$ cat config.mk
export PLATFORM = sky130hd
export DESIGN_NAME = erqf_rx_ctrl
export DESIGN_NICKNAME = d
export VERILOG_FILES = /design/src/logic/erqf_pkg.sv /design/src/logic/erqf_rx_ctrl.sv
export SDC_FILE = /design/constraint.sdc
export NUM_CORES = 1
export LEC_CHECK = 0
export BUFFER_PORTS_ARGS = -buffer_cell sky130_fd_sc_hd__buf_2
export CAP_MARGIN = 25
export CORE_AREA = 2 2 192 194
export DETAILED_ROUTE_END_ITERATION = 8
export DIE_AREA = 0 0 194 196
export PLACE_DENSITY = 0.71
export SLEW_MARGIN = 15
export SYNTH_ARGS = -nofsm -noshare
export SYNTH_HDL_FRONTEND = slang
export SYNTH_SLANG_ARGS = --single-unit
export TNS_END_PERCENT = 50
$ cat constraint.sdc
create_clock -name core_clk_in -period 6.7 [get_ports core_clk_in]
set_clock_uncertainty 0.15 [all_clocks]
set_input_delay 2.01 -clock core_clk_in [delete_from_list [all_inputs] [get_ports core_clk_in]]
set_output_delay 2.01 -clock core_clk_in [all_outputs]
set_load 0.02 [all_outputs]
$ cat src/logic/erqf_pkg.sv
// receive queue / frame filter control: register map, field positions, reset values, carrier types
// assumes a byte-wide host register port and a byte stream from the mac receiver on the same clock
package erqf_pkg;
    // host register offsets
    localparam logic [9:0] OFS_HIGH_MARK   = 10'h15b;
    localparam logic [9:0] OFS_IRQ_ENABLES = 10'h15c;
    localparam logic [9:0] OFS_FLAGS       = 10'h15d;
    localparam logic [9:0] OFS_REJECT_CTL  = 10'h15e;
    localparam logic [9:0] OFS_MAC_RD_HI   = 10'h140;
    localparam logic [9:0] OFS_MAC_RD_LO   = 10'h141;
    localparam logic [9:0] OFS_MAC_WR_HI   = 10'h142;
    localparam logic [9:0] OFS_MAC_WR_LO   = 10'h143;
    localparam logic [9:0] OFS_MAC_RD_DATA = 10'h144;
    localparam logic [9:0] OFS_MAC_WR_DATA = 10'h145;
    // indirect address of the mac control word, bytes msb first
    localparam logic [15:0] IND_MAC_CTL    = 16'h0000;
    localparam logic [15:0] IND_MAC_CTL_HI = 16'h0003;
    // mac control word fields
    localparam int          BIT_HEARTBEAT_OFF  = 28;
    localparam int          BIT_PORT_SELECT    = 27;
    localparam int          BIT_FORWARD_ALL    = 19;
    localparam int          BIT_TX_ENABLE      = 3;
    localparam int          BIT_RX_ENABLE      = 2;
    localparam logic [31:0] MAC_CTL_RESET      = 32'h0008_0000;
    localparam logic [31:0] MAC_CTL_WRITABLE   = 32'h18bc_15ec;
    // status flag and enable positions (high and low are swapped between them)
    localparam int FLG_FIFO_OVF  = 3;
    localparam int FLG_QUEUE_OVF = 2;
    localparam int FLG_HIGH      = 1;
    localparam int FLG_LOW       = 0;
    localparam int IEN_FIFO_OVF  = 3;
    localparam int IEN_QUEUE_OVF = 2;
    localparam int IEN_LOW       = 1;
    localparam int IEN_HIGH      = 0;
    // reject control fields
    localparam int REJ_NONPAUSE = 6;
    localparam int REJ_CTL      = 5;
    localparam int REJ_LEN      = 4;
    localparam int REJ_FCS      = 3;
    localparam int REJ_ODD      = 2;
    localparam int REJ_PHY      = 1;
    localparam int REJ_BCAST    = 0;
    localparam logic [7:0] REG8_RESET  = 8'h00;
    localparam logic [3:0] FLAGS_RESET = 4'h0;
    // queue geometry: mark unit is 32 buffers of 2048 bytes
    localparam int          MARK_SHIFT = 16;
    localparam int          QCNT_W     = 24;
    localparam logic [23:0] QCNT_MAX   = 24'hff_ffff;
    localparam int          FIFO_DEPTH = 32;
    localparam int          FIFO_WIDTH = 9;

    typedef struct packed {
        logic       last;
        logic [7:0] data;
    } erqf_byte_t;

    typedef struct packed {
        logic bcast;
        logic ctl_frame;
        logic unsup_ctl;
        logic len_err;
        logic crc_err;
        logic mii_err;
        logic dribble;
        logic runt;
        logic collided;
    } erqf_frame_stat_t;

    typedef struct packed {
        logic        wr;
        logic        rd;
        logic [9:0]  addr;
        logic [7:0]  wdata;
    } erqf_host_req_t;
endpackage

$ cat src/logic/erqf_rx_ctrl.sv
// receive-side queue watermarks, latched flags, frame filter and indirect mac control word
// assumes host strobes and mac stream are synchronous to core_clk_in
`timescale 1ns/10ps

module erqf_fifo #(
    parameter int WIDTH = 9,
    parameter int DEPTH = 32
) (
    input  wire logic             core_clk_in,
    input  wire logic             rst_in,
    input  wire logic             in_valid_in,
    output logic                  in_ready_out,
    input  wire logic [WIDTH-1:0] in_data_in,
    input  wire logic             commit_in,
    input  wire logic             drop_in,
    output logic                  out_valid_out,
    input  wire logic             out_ready_in,
    output logic [WIDTH-1:0]      out_data_out
);
    localparam int PW = $clog2(DEPTH) + 1;
    localparam logic [PW-1:0] DEPTH_P = PW'(DEPTH);

    logic [WIDTH-1:0] mem [DEPTH];
    logic [PW-1:0]    wr_ptr;
    logic [PW-1:0]    cm_ptr;
    logic [PW-1:0]    rd_ptr;
    logic [PW-1:0]    next_wr;
    logic [PW-1:0]    next_cm;
    logic [PW-1:0]    next_rd;
    logic             push;
    logic             pop;

    // entries become readable only once their frame is committed
    assign out_valid_out = (cm_ptr != rd_ptr);
    assign out_data_out  = mem[rd_ptr[PW-2:0]];
    assign push          = in_valid_in && in_ready_out && !drop_in;
    assign pop           = out_valid_out && out_ready_in;

    always_comb
    begin
        next_rd = pop ? rd_ptr + 1'b1 : rd_ptr;
        next_wr = push ? wr_ptr + 1'b1 : wr_ptr;
        next_cm = cm_ptr;
        if (drop_in)
        begin
            next_wr = cm_ptr;
        end
        else if (commit_in)
        begin
            next_cm = next_wr;
        end
    end

    always_ff @(posedge core_clk_in)
    begin
        if (push)
        begin
            mem[wr_ptr[PW-2:0]] <= in_data_in;
        end
    end

    always_ff @(posedge core_clk_in or posedge rst_in)
    begin
        if (rst_in)
        begin
            wr_ptr       <= '0;
            cm_ptr       <= '0;
            rd_ptr       <= '0;
            in_ready_out <= 1'b0;
        end
        else
        begin
            wr_ptr       <= next_wr;
            cm_ptr       <= next_cm;
            rd_ptr       <= next_rd;
            in_ready_out <= ((next_wr - next_rd) != DEPTH_P);
        end
    end
endmodule // erqf_fifo

module erqf_rx_ctrl
    import erqf_pkg::*;
(
    input  wire logic                      core_clk_in,
    input  wire logic                      rst_in,
    input  wire erqf_pkg::erqf_host_req_t  host_req_in,
    output logic [7:0]                     host_rdata_out,
    input  wire logic                      rx_valid_in,
    input  wire erqf_pkg::erqf_byte_t      rx_byte_in,
    input  wire erqf_pkg::erqf_frame_stat_t rx_stat_in,
    output logic                           rx_ready_out,
    output logic                           q_valid_out,
    output erqf_pkg::erqf_byte_t           q_byte_out,
    input  wire logic                      q_ready_in,
    input  wire logic                      q_drain_in,
    input  wire logic [7:0]                low_mark_in,
    output logic                           irq_out,
    output logic [31:0]                    mac_ctl_word_out,
    output logic                           heartbeat_off_out,
    output logic                           forward_all_frames_out,
    output logic                           tx_enable_bit_out,
    output logic                           rx_enable_bit_out
);
    import erqf_pkg::*;

    function automatic logic [QCNT_W-1:0] mark_bytes(input logic [7:0] v);
        mark_bytes = {v, 16'h0000};
    endfunction

    function automatic logic [7:0] word_byte(input logic [31:0] w, input logic [15:0] a);
        case (a[1:0])
            2'h0:    word_byte = w[31:24];
            2'h1:    word_byte = w[23:16];
            2'h2:    word_byte = w[15:8];
            default: word_byte = w[7:0];
        endcase
    endfunction

    logic [7:0]        queue_high_mark;
    logic [3:0]        queue_irq_enables;
    logic [3:0]        queue_latched_flags;
    logic [6:0]        frame_reject_ctl;
    logic [31:0]       mac_ctl_word;
    logic [15:0]       mac_read_addr;
    logic [15:0]       mac_write_addr;
    logic [QCNT_W-1:0] q_fill;
    logic [QCNT_W-1:0] next_fill;
    logic              frame_bad;
    logic              reject;
    logic              fifo_ready;
    logic              fifo_valid;
    erqf_byte_t        fifo_byte;
    logic              fifo_pop;
    logic              fifo_drop;
    logic              fifo_commit;
    logic              take;
    logic              q_push;
    logic              q_ovf;
    logic              hi_cross;
    logic              lo_cross;
    logic              flags_read;
    logic [3:0]        flag_set;
    logic [7:0]        next_rdata;

    // host writes to plain registers
    always_ff @(posedge core_clk_in or posedge rst_in)
    begin
        if (rst_in)
        begin
            queue_high_mark   <= REG8_RESET;
            queue_irq_enables <= REG8_RESET[3:0];
            frame_reject_ctl  <= REG8_RESET[6:0];
            mac_read_addr     <= 16'h0000;
            mac_write_addr    <= 16'h0000;
        end
        else if (host_req_in.wr)
        begin
            case (host_req_in.addr)
                OFS_HIGH_MARK:   queue_high_mark         <= host_req_in.wdata;
                OFS_IRQ_ENABLES: queue_irq_enables       <= host_req_in.wdata[3:0];
                OFS_REJECT_CTL:  frame_reject_ctl        <= host_req_in.wdata[6:0];
                OFS_MAC_RD_HI:   mac_read_addr[15:8]     <= host_req_in.wdata;
                OFS_MAC_RD_LO:   mac_read_addr[7:0]      <= host_req_in.wdata;
                OFS_MAC_WR_HI:   mac_write_addr[15:8]    <= host_req_in.wdata;
                OFS_MAC_WR_LO:   mac_write_addr[7:0]     <= host_req_in.wdata;
                default:         ;
            endcase
        end
    end

    // indirect mac control word; reserved bits stay at zero
    always_ff @(posedge core_clk_in or posedge rst_in)
    begin
        if (rst_in)
        begin
            mac_ctl_word <= MAC_CTL_RESET;
        end
        else if (host_req_in.wr && host_req_in.addr == OFS_MAC_WR_DATA
                 && mac_write_addr <= IND_MAC_CTL_HI)
        begin
            case (mac_write_addr[1:0])
                2'h0:    mac_ctl_word[31:24] <= host_req_in.wdata & MAC_CTL_WRITABLE[31:24];
                2'h1:    mac_ctl_word[23:16] <= host_req_in.wdata & MAC_CTL_WRITABLE[23:16];
                2'h2:    mac_ctl_word[15:8]  <= host_req_in.wdata & MAC_CTL_WRITABLE[15:8];
                default: mac_ctl_word[7:0]   <= host_req_in.wdata & MAC_CTL_WRITABLE[7:0];
            endcase
        end
    end

    // port select is left to software; the block only carries the stored value
    always_ff @(posedge core_clk_in or posedge rst_in)
    begin
        if (rst_in)
        begin
            mac_ctl_word_out       <= MAC_CTL_RESET;
            heartbeat_off_out      <= MAC_CTL_RESET[BIT_HEARTBEAT_OFF];
            forward_all_frames_out <= MAC_CTL_RESET[BIT_FORWARD_ALL];
            tx_enable_bit_out      <= MAC_CTL_RESET[BIT_TX_ENABLE];
            rx_enable_bit_out      <= MAC_CTL_RESET[BIT_RX_ENABLE];
        end
        else
        begin
            mac_ctl_word_out       <= mac_ctl_word;
            heartbeat_off_out      <= mac_ctl_word[BIT_HEARTBEAT_OFF];
            forward_all_frames_out <= mac_ctl_word[BIT_FORWARD_ALL];
            tx_enable_bit_out      <= mac_ctl_word[BIT_TX_ENABLE];
            rx_enable_bit_out      <= mac_ctl_word[BIT_RX_ENABLE];
        end
    end

    // frame filter, evaluated with the status that rides on the last byte
    always_comb
    begin
        reject = 1'b0;
        if (rx_stat_in.ctl_frame && !frame_reject_ctl[REJ_CTL])
            reject = 1'b1;
        if (rx_stat_in.ctl_frame && rx_stat_in.unsup_ctl && !frame_reject_ctl[REJ_NONPAUSE])
            reject = 1'b1;
        if (rx_stat_in.len_err && !frame_reject_ctl[REJ_LEN])
            reject = 1'b1;
        if ((rx_stat_in.crc_err || rx_stat_in.mii_err) && !frame_reject_ctl[REJ_FCS])
            reject = 1'b1;
        if (rx_stat_in.dribble && !rx_stat_in.runt && !rx_stat_in.collided && !frame_reject_ctl[REJ_ODD])
            reject = 1'b1;
        if (rx_stat_in.mii_err && !frame_reject_ctl[REJ_PHY])
            reject = 1'b1;
        if (rx_stat_in.bcast && !frame_reject_ctl[REJ_BCAST])
            reject = 1'b1;
    end

    // the mac cannot stall: a byte offered while full is lost and spoils its frame
    assign take        = rx_valid_in && rx_enable_bit_out;
    assign fifo_drop   = take && rx_byte_in.last && (reject || frame_bad || !fifo_ready);
    assign fifo_commit = take && rx_byte_in.last && !fifo_drop;

    always_ff @(posedge core_clk_in or posedge rst_in)
    begin
        if (rst_in)
        begin
            frame_bad <= 1'b0;
        end
        else if (take && rx_byte_in.last)
        begin
            frame_bad <= 1'b0;
        end
        else if (take && !fifo_ready)
        begin
            frame_bad <= 1'b1;
        end
    end

    erqf_fifo #(
        .WIDTH (FIFO_WIDTH),
        .DEPTH (FIFO_DEPTH)
    ) u_fifo (
        .core_clk_in   (core_clk_in),
        .rst_in        (rst_in),
        .in_valid_in   (take),
        .in_ready_out  (fifo_ready),
        .in_data_in    (rx_byte_in),
        .commit_in     (fifo_commit),
        .drop_in       (fifo_drop),
        .out_valid_out (fifo_valid),
        .out_ready_in  (fifo_pop),
        .out_data_out  (fifo_byte)
    );

    assign rx_ready_out = fifo_ready;

    // output stage toward the serial-side queue in memory
    assign fifo_pop = fifo_valid && (!q_valid_out || q_ready_in);
    assign q_push   = q_valid_out && q_ready_in;

    always_ff @(posedge core_clk_in or posedge rst_in)
    begin
        if (rst_in)
        begin
            q_valid_out <= 1'b0;
            q_byte_out  <= '0;
        end
        else if (!q_valid_out || q_ready_in)
        begin
            q_valid_out <= fifo_valid;
            q_byte_out  <= fifo_byte;
        end
    end

    // queue fill in bytes: ethernet data waiting for the serial side
    assign q_ovf = q_push && (q_fill == QCNT_MAX) && !q_drain_in;

    always_comb
    begin
        next_fill = q_fill;
        if (q_push && !q_drain_in && !q_ovf)
            next_fill = q_fill + 1'b1;
        else if (q_drain_in && !q_push && q_fill != '0)
            next_fill = q_fill - 1'b1;
    end

    always_ff @(posedge core_clk_in or posedge rst_in)
    begin
        if (rst_in)
        begin
            q_fill <= '0;
        end
        else
        begin
            q_fill <= next_fill;
        end
    end

    assign hi_cross = (q_fill < mark_bytes(queue_high_mark))
                      && (next_fill >= mark_bytes(queue_high_mark));
    assign lo_cross = (q_fill >= mark_bytes(low_mark_in)) && (next_fill < mark_bytes(low_mark_in));

    always_comb
    begin
        flag_set                = 4'h0;
        flag_set[FLG_FIFO_OVF]  = take && !fifo_ready;
        flag_set[FLG_QUEUE_OVF] = q_ovf;
        flag_set[FLG_HIGH]      = hi_cross;
        flag_set[FLG_LOW]       = lo_cross;
    end

    // clear on read; an event in the reading cycle survives the clear
    assign flags_read = host_req_in.rd && host_req_in.addr == OFS_FLAGS;

    always_ff @(posedge core_clk_in or posedge rst_in)
    begin
        if (rst_in)
        begin
            queue_latched_flags <= FLAGS_RESET;
        end
        else
        begin
            queue_latched_flags <= (flags_read ? 4'h0 : queue_latched_flags) | flag_set;
        end
    end

    // interrupt level, with the high and low enables swapped against the flags
    always_ff @(posedge core_clk_in or posedge rst_in)
    begin
        if (rst_in)
        begin
            irq_out <= 1'b0;
        end
        else
        begin
            irq_out <= (queue_latched_flags[FLG_FIFO_OVF] && queue_irq_enables[IEN_FIFO_OVF])
                    || (queue_latched_flags[FLG_QUEUE_OVF] && queue_irq_enables[IEN_QUEUE_OVF])
                    || (queue_latched_flags[FLG_LOW] && queue_irq_enables[IEN_LOW])
                    || (queue_latched_flags[FLG_HIGH] && queue_irq_enables[IEN_HIGH]);
        end
    end

    // read data, unmapped offsets read as zero
    always_comb
    begin
        next_rdata = 8'h00;
        case (host_req_in.addr)
            OFS_HIGH_MARK:   next_rdata = queue_high_mark;
            OFS_IRQ_ENABLES: next_rdata = {4'h0, queue_irq_enables};
            OFS_FLAGS:       next_rdata = {4'h0, queue_latched_flags};
            OFS_REJECT_CTL:  next_rdata = {1'b0, frame_reject_ctl};
            OFS_MAC_RD_HI:   next_rdata = mac_read_addr[15:8];
            OFS_MAC_RD_LO:   next_rdata = mac_read_addr[7:0];
            OFS_MAC_WR_HI:   next_rdata = mac_write_addr[15:8];
            OFS_MAC_WR_LO:   next_rdata = mac_write_addr[7:0];
            OFS_MAC_RD_DATA:
                if (mac_read_addr <= IND_MAC_CTL_HI)
                    next_rdata = word_byte(mac_ctl_word, mac_read_addr);
            default:         next_rdata = 8'h00;
        endcase
    end

    always_ff @(posedge core_clk_in or posedge rst_in)
    begin
        if (rst_in)
        begin
            host_rdata_out <= 8'h00;
        end
        else if (host_req_in.rd)
        begin
            host_rdata_out <= next_rdata;
        end
    end
endmodule // erqf_rx_ctrl

==> impl_metrics.tcl <==
set metrics [dict create \
    antenna_found_initial 0 \
    overflow 0 \
    power.leakage_uw 0.007993 \
    synth.yosys.seq_area_share 0.6430 \
    cts_resized 0 \
    port_buffers 89 \
    vias 10990 \
    cts_root_buf "clkbuf_16" \
    initial_core_util 0.5324 \
    fin_ws_ns 1.624 \
    ys_types 79 \
    min_period_ns 5.076 \
    wl_per_cell_um 23.08 \
    cp_max_fo 8 \
    hold_path.class "reg -> reg" \
    drtIter0Drc 895 \
    reg2reg_from "q_fill[1]" \
    cts.sink_count 436 \
    synth-edff-count 288 \
    slew_violations 0 \
    vdd_drop_max_v 0.0002277 \
    cts_max_path_buffers 3 \
    crit_required_ns 7.00 \
    r2r_cells 14 \
    report.final.hold_viol_count 0 \
    seqCellArea_um2 12360 \
    cts.clk_slew.worst_paths_ns 0.06 \
    fin_crit_sh 0.7577 \
    hold_buffers 0 \
    yosys.area_share.simple 0.07366 \
    drive_gt1_frac 0.2713 \
    crit_type "in -> reg" \
    syn_to_final_growth_pct 11.70 \
    core_area_um2 36080 \
    post_cts_buffers 0 \
    diodes 0 \
    die_x_um 194 \
    post_dp_cell_area_um2 20000 \
    synth_mux_area_frac 0.1637 \
    clk_latency_ns 0.57 \
    max_slew_margin 0.3035 \
    min_to "mac_ctl_word_out[19]" \
    synthAdderAreaFrac 0.02735 \
    synth.cell_area_um2 19210 \
    hp-start "mac_ctl_word[19]" \
    htree_levels 2 \
    ys_ff_latch 436 \
    grt_usage 0.2209 \
    nFillCells 2722 \
    rows 70 \
    synth-async-reset-ratio 0.3394 \
    nets 1383 \
    hpwl_um 27750 \
    antenna_left 0 \
    place_congestion 0.8761 \
    synth_top_family_by_area "multiplexers" \
    reg2reg_to "queue_latched_flags[1]" \
    yosys_warnings 0 \
    rsz0062_at_grt "false" \
    pin_count 107 \
    dp_slack_ns 1.149 \
    utilization 0.5947 \
    endpoint_kind "flop" \
    worstMarginPinSlew_ns 1.045 \
    synthXorXnorAreaFrac 0.01850 \
    drv_cap 0 \
    grt_max_degree 103 \
    drtPass1Iterations 6 \
    r2r_slack_ns 2.47 \
    routed_wl_um 41430 \
    holdWs_ns 0.2275 \
    grt_pass1_wl_um 64790 \
    via_per_inst 6.123 \
    worstHoldPathCells 0 \
    critPathLaunchType "input pin" \
    synth.avg_cell_area_um2 16.04 \
    arrival_ns 5.37 \
    fin_area_um2 21460 \
    outcome "finished, final reports clean" \
    drc 0 \
    cts_buffers 45 \
    setup_viol 0 \
    cts_tree "done" \
    grt_pass1_vias 10900 \
    synth_compound_area_frac 0.04819 \
    max_freq_ghz 0.1970 \
    synth-main-ff-cell "edfxtp_1" \
    synthCells 1198 \
    multi_input_area_um2 6431 \
    die-area_um2 38020 \
    die_h_um 196 \
    setup_tns_ns 0 \
    p_per_area_nw_per_um2 266.8 \
]
cells by family after synthesis:
| logic type | Yosys count |
|---|---|
| DFF | 436 |
| AOI/OAI and AO/OA | 125 |
| adders and majority gates | 42 |
| and+or+nand+nor | 265 |
| xor gates and xnor gates | 39 |
| buffers and inverters | 102 |
| other | 1 |
| muxes | 188 |
synthesized netlist by cell type, types with 4 or more instances:
| cell type | count | share of area |
|---|---|---|
| nand2b_1 | 6 | 0.0020 |
| nor4_1 | 17 | 0.0055 |
| xnor2_1 | 22 | 0.010 |
| a21o_1 | 7 | 0.0027 |
| mux2_2 | 80 | 0.047 |
| nor3_1 | 14 | 0.0036 |
| buf_4 | 24 | 0.0094 |
| nor2_1 | 74 | 0.014 |
| dfrtp_1 | 146 | 0.19 |
| ha_1 | 42 | 0.027 |
| buf_2 | 5 | 0.0013 |
| and2_1 | 5 | 0.0016 |
| mux2i_1 | 15 | 0.0078 |
| o21ai_0 | 29 | 0.0076 |
| a221oi_1 | 7 | 0.0032 |
| inv_1 | 33 | 0.0064 |
| a32oi_1 | 5 | 0.0023 |
| nand2_1 | 60 | 0.012 |
| a31oi_1 | 13 | 0.0042 |
| buf_1 | 12 | 0.0023 |
| mux4_2 | 93 | 0.11 |
| a21oi_1 | 11 | 0.0029 |
| o32ai_1 | 4 | 0.0018 |
| or3_1 | 5 | 0.0016 |
| and4_1 | 6 | 0.0027 |
| xor2_1 | 16 | 0.0073 |
| nor2b_1 | 9 | 0.0029 |
| nand4_1 | 17 | 0.0055 |
| edfxtp_1 | 288 | 0.45 |
| a22o_1 | 6 | 0.0027 |
| a22oi_1 | 4 | 0.0016 |
| and3_1 | 10 | 0.0033 |
| nand3b_1 | 6 | 0.0023 |
| nand3_1 | 15 | 0.0039 |
| a222oi_1 | 7 | 0.0036 |
| clkbuf_1 | 27 | 0.0053 |
flip-flops by register name (all words and copies together), names as in the netlist, 7 cells and up:
signal / cells
u_fifo.mem: 288
q_fill: 24
mac_read_addr: 16
mac_write_addr: 16
mac_ctl_word: 15
mac_ctl_word_out: 15
q_byte_out: 9
host_rdata_out: 8
queue_high_mark: 8
frame_reject_ctl: 7
routing by layer:
metal | up-vias | global-route usage | part of all wire
met1 | 5634 | 0.3145 | 0.42
met4 | 0 | 0.06145 | 0.022
met2 | 441 | 0.3518 | 0.48
met3 | 59 | 0.04401 | 0.075
li1 | 4857 | - | -
met5 | - | 0 | 0
how the worst max path moves through the flow:
stage / slack [ns] / to / start / depth (start not counted)
after CTS: 1.70 / queue_latched_flags[1] / q_drain_in / 13
after floorplan: 0.56 / frame_bad / rst_in / 1
after global routing: 1.45 / queue_latched_flags[1] / q_drain_in / 13
after detailed placement: 1.15 / queue_latched_flags[1] / q_drain_in / 13
final: 1.62 / queue_latched_flags[1] / q_drain_in / 13
after global placement: 1.24 / queue_latched_flags[1] / q_drain_in / 13
placed cells by master (no fill, tap or decap), types with 6 or more instances in the layout:
cell,count
xor2_1,16
a222oi_1,7
a21oi_1,11
clkbuf_16,45
mux2_2,80
conb_1,17
buf_4,6
nand3_1,15
nand2_1,60
buf_2,89
and4_1,6
nor4_1,17
a21o_1,7
edfxtp_1,288
dfrtp_1,144
clkbuf_1,16
nand4_1,17
a22o_1,6
nor2b_1,9
mux4_2,93
o21ai_0,29
nor2_1,74
and3_1,10
nand2b_1,6
nand3b_1,6
mux2i_1,15
nor3_1,14
inv_1,32
ha_1,42
clkinv_1,7
a31oi_1,13
a221oi_1,7
xnor2_1,22
area by class of cell:
| type | count | share of cell area |
|---|---|---|
| clock buffer | 66 | 0.05848 |
| clock inverter | 18 | 0.007288 |
| inverter | 33 | 0.006006 |
| multi-input combinational | 676 | 0.2997 |
| sequential | 436 | 0.5759 |
| tap | 468 | 0.02729 |
| timing repair buffer | 98 | 0.02530 |
metrics by stage:
step / instances / power [uW]
final: 1795 / 5726
after CTS: 1792 / 5773
after detailed placement: 1708 / 3393
after global placement: 1708 / 3390
after floorplan: 1214 / 3290
after global routing: 1795 / 5923
power by group:
part	internal, uW	switching (uW)	leakage, uW	total (uW)
Sequential	2930	97.0	0.00455	3020
Clock	1350	1030	0.000684	2380
Combinational	111	212	0.00276	323
Total	4390	1340	0.00799	5730
worst max-delay path, cell delays in order:
cell and delay (ns):
buf_2 0.11, nand3b_1 0.33, a21oi_4 0.34, nand3_1 0.25, nor3_1 0.32, nand2_1 0.10, a21oi_1 0.21, xor2_1 0.30
ha_1 0.19, nand4_1 0.12, or4_1 0.46, or4_1 0.42, o41ai_2 0.20
Power figures use the tool's default switching activity.
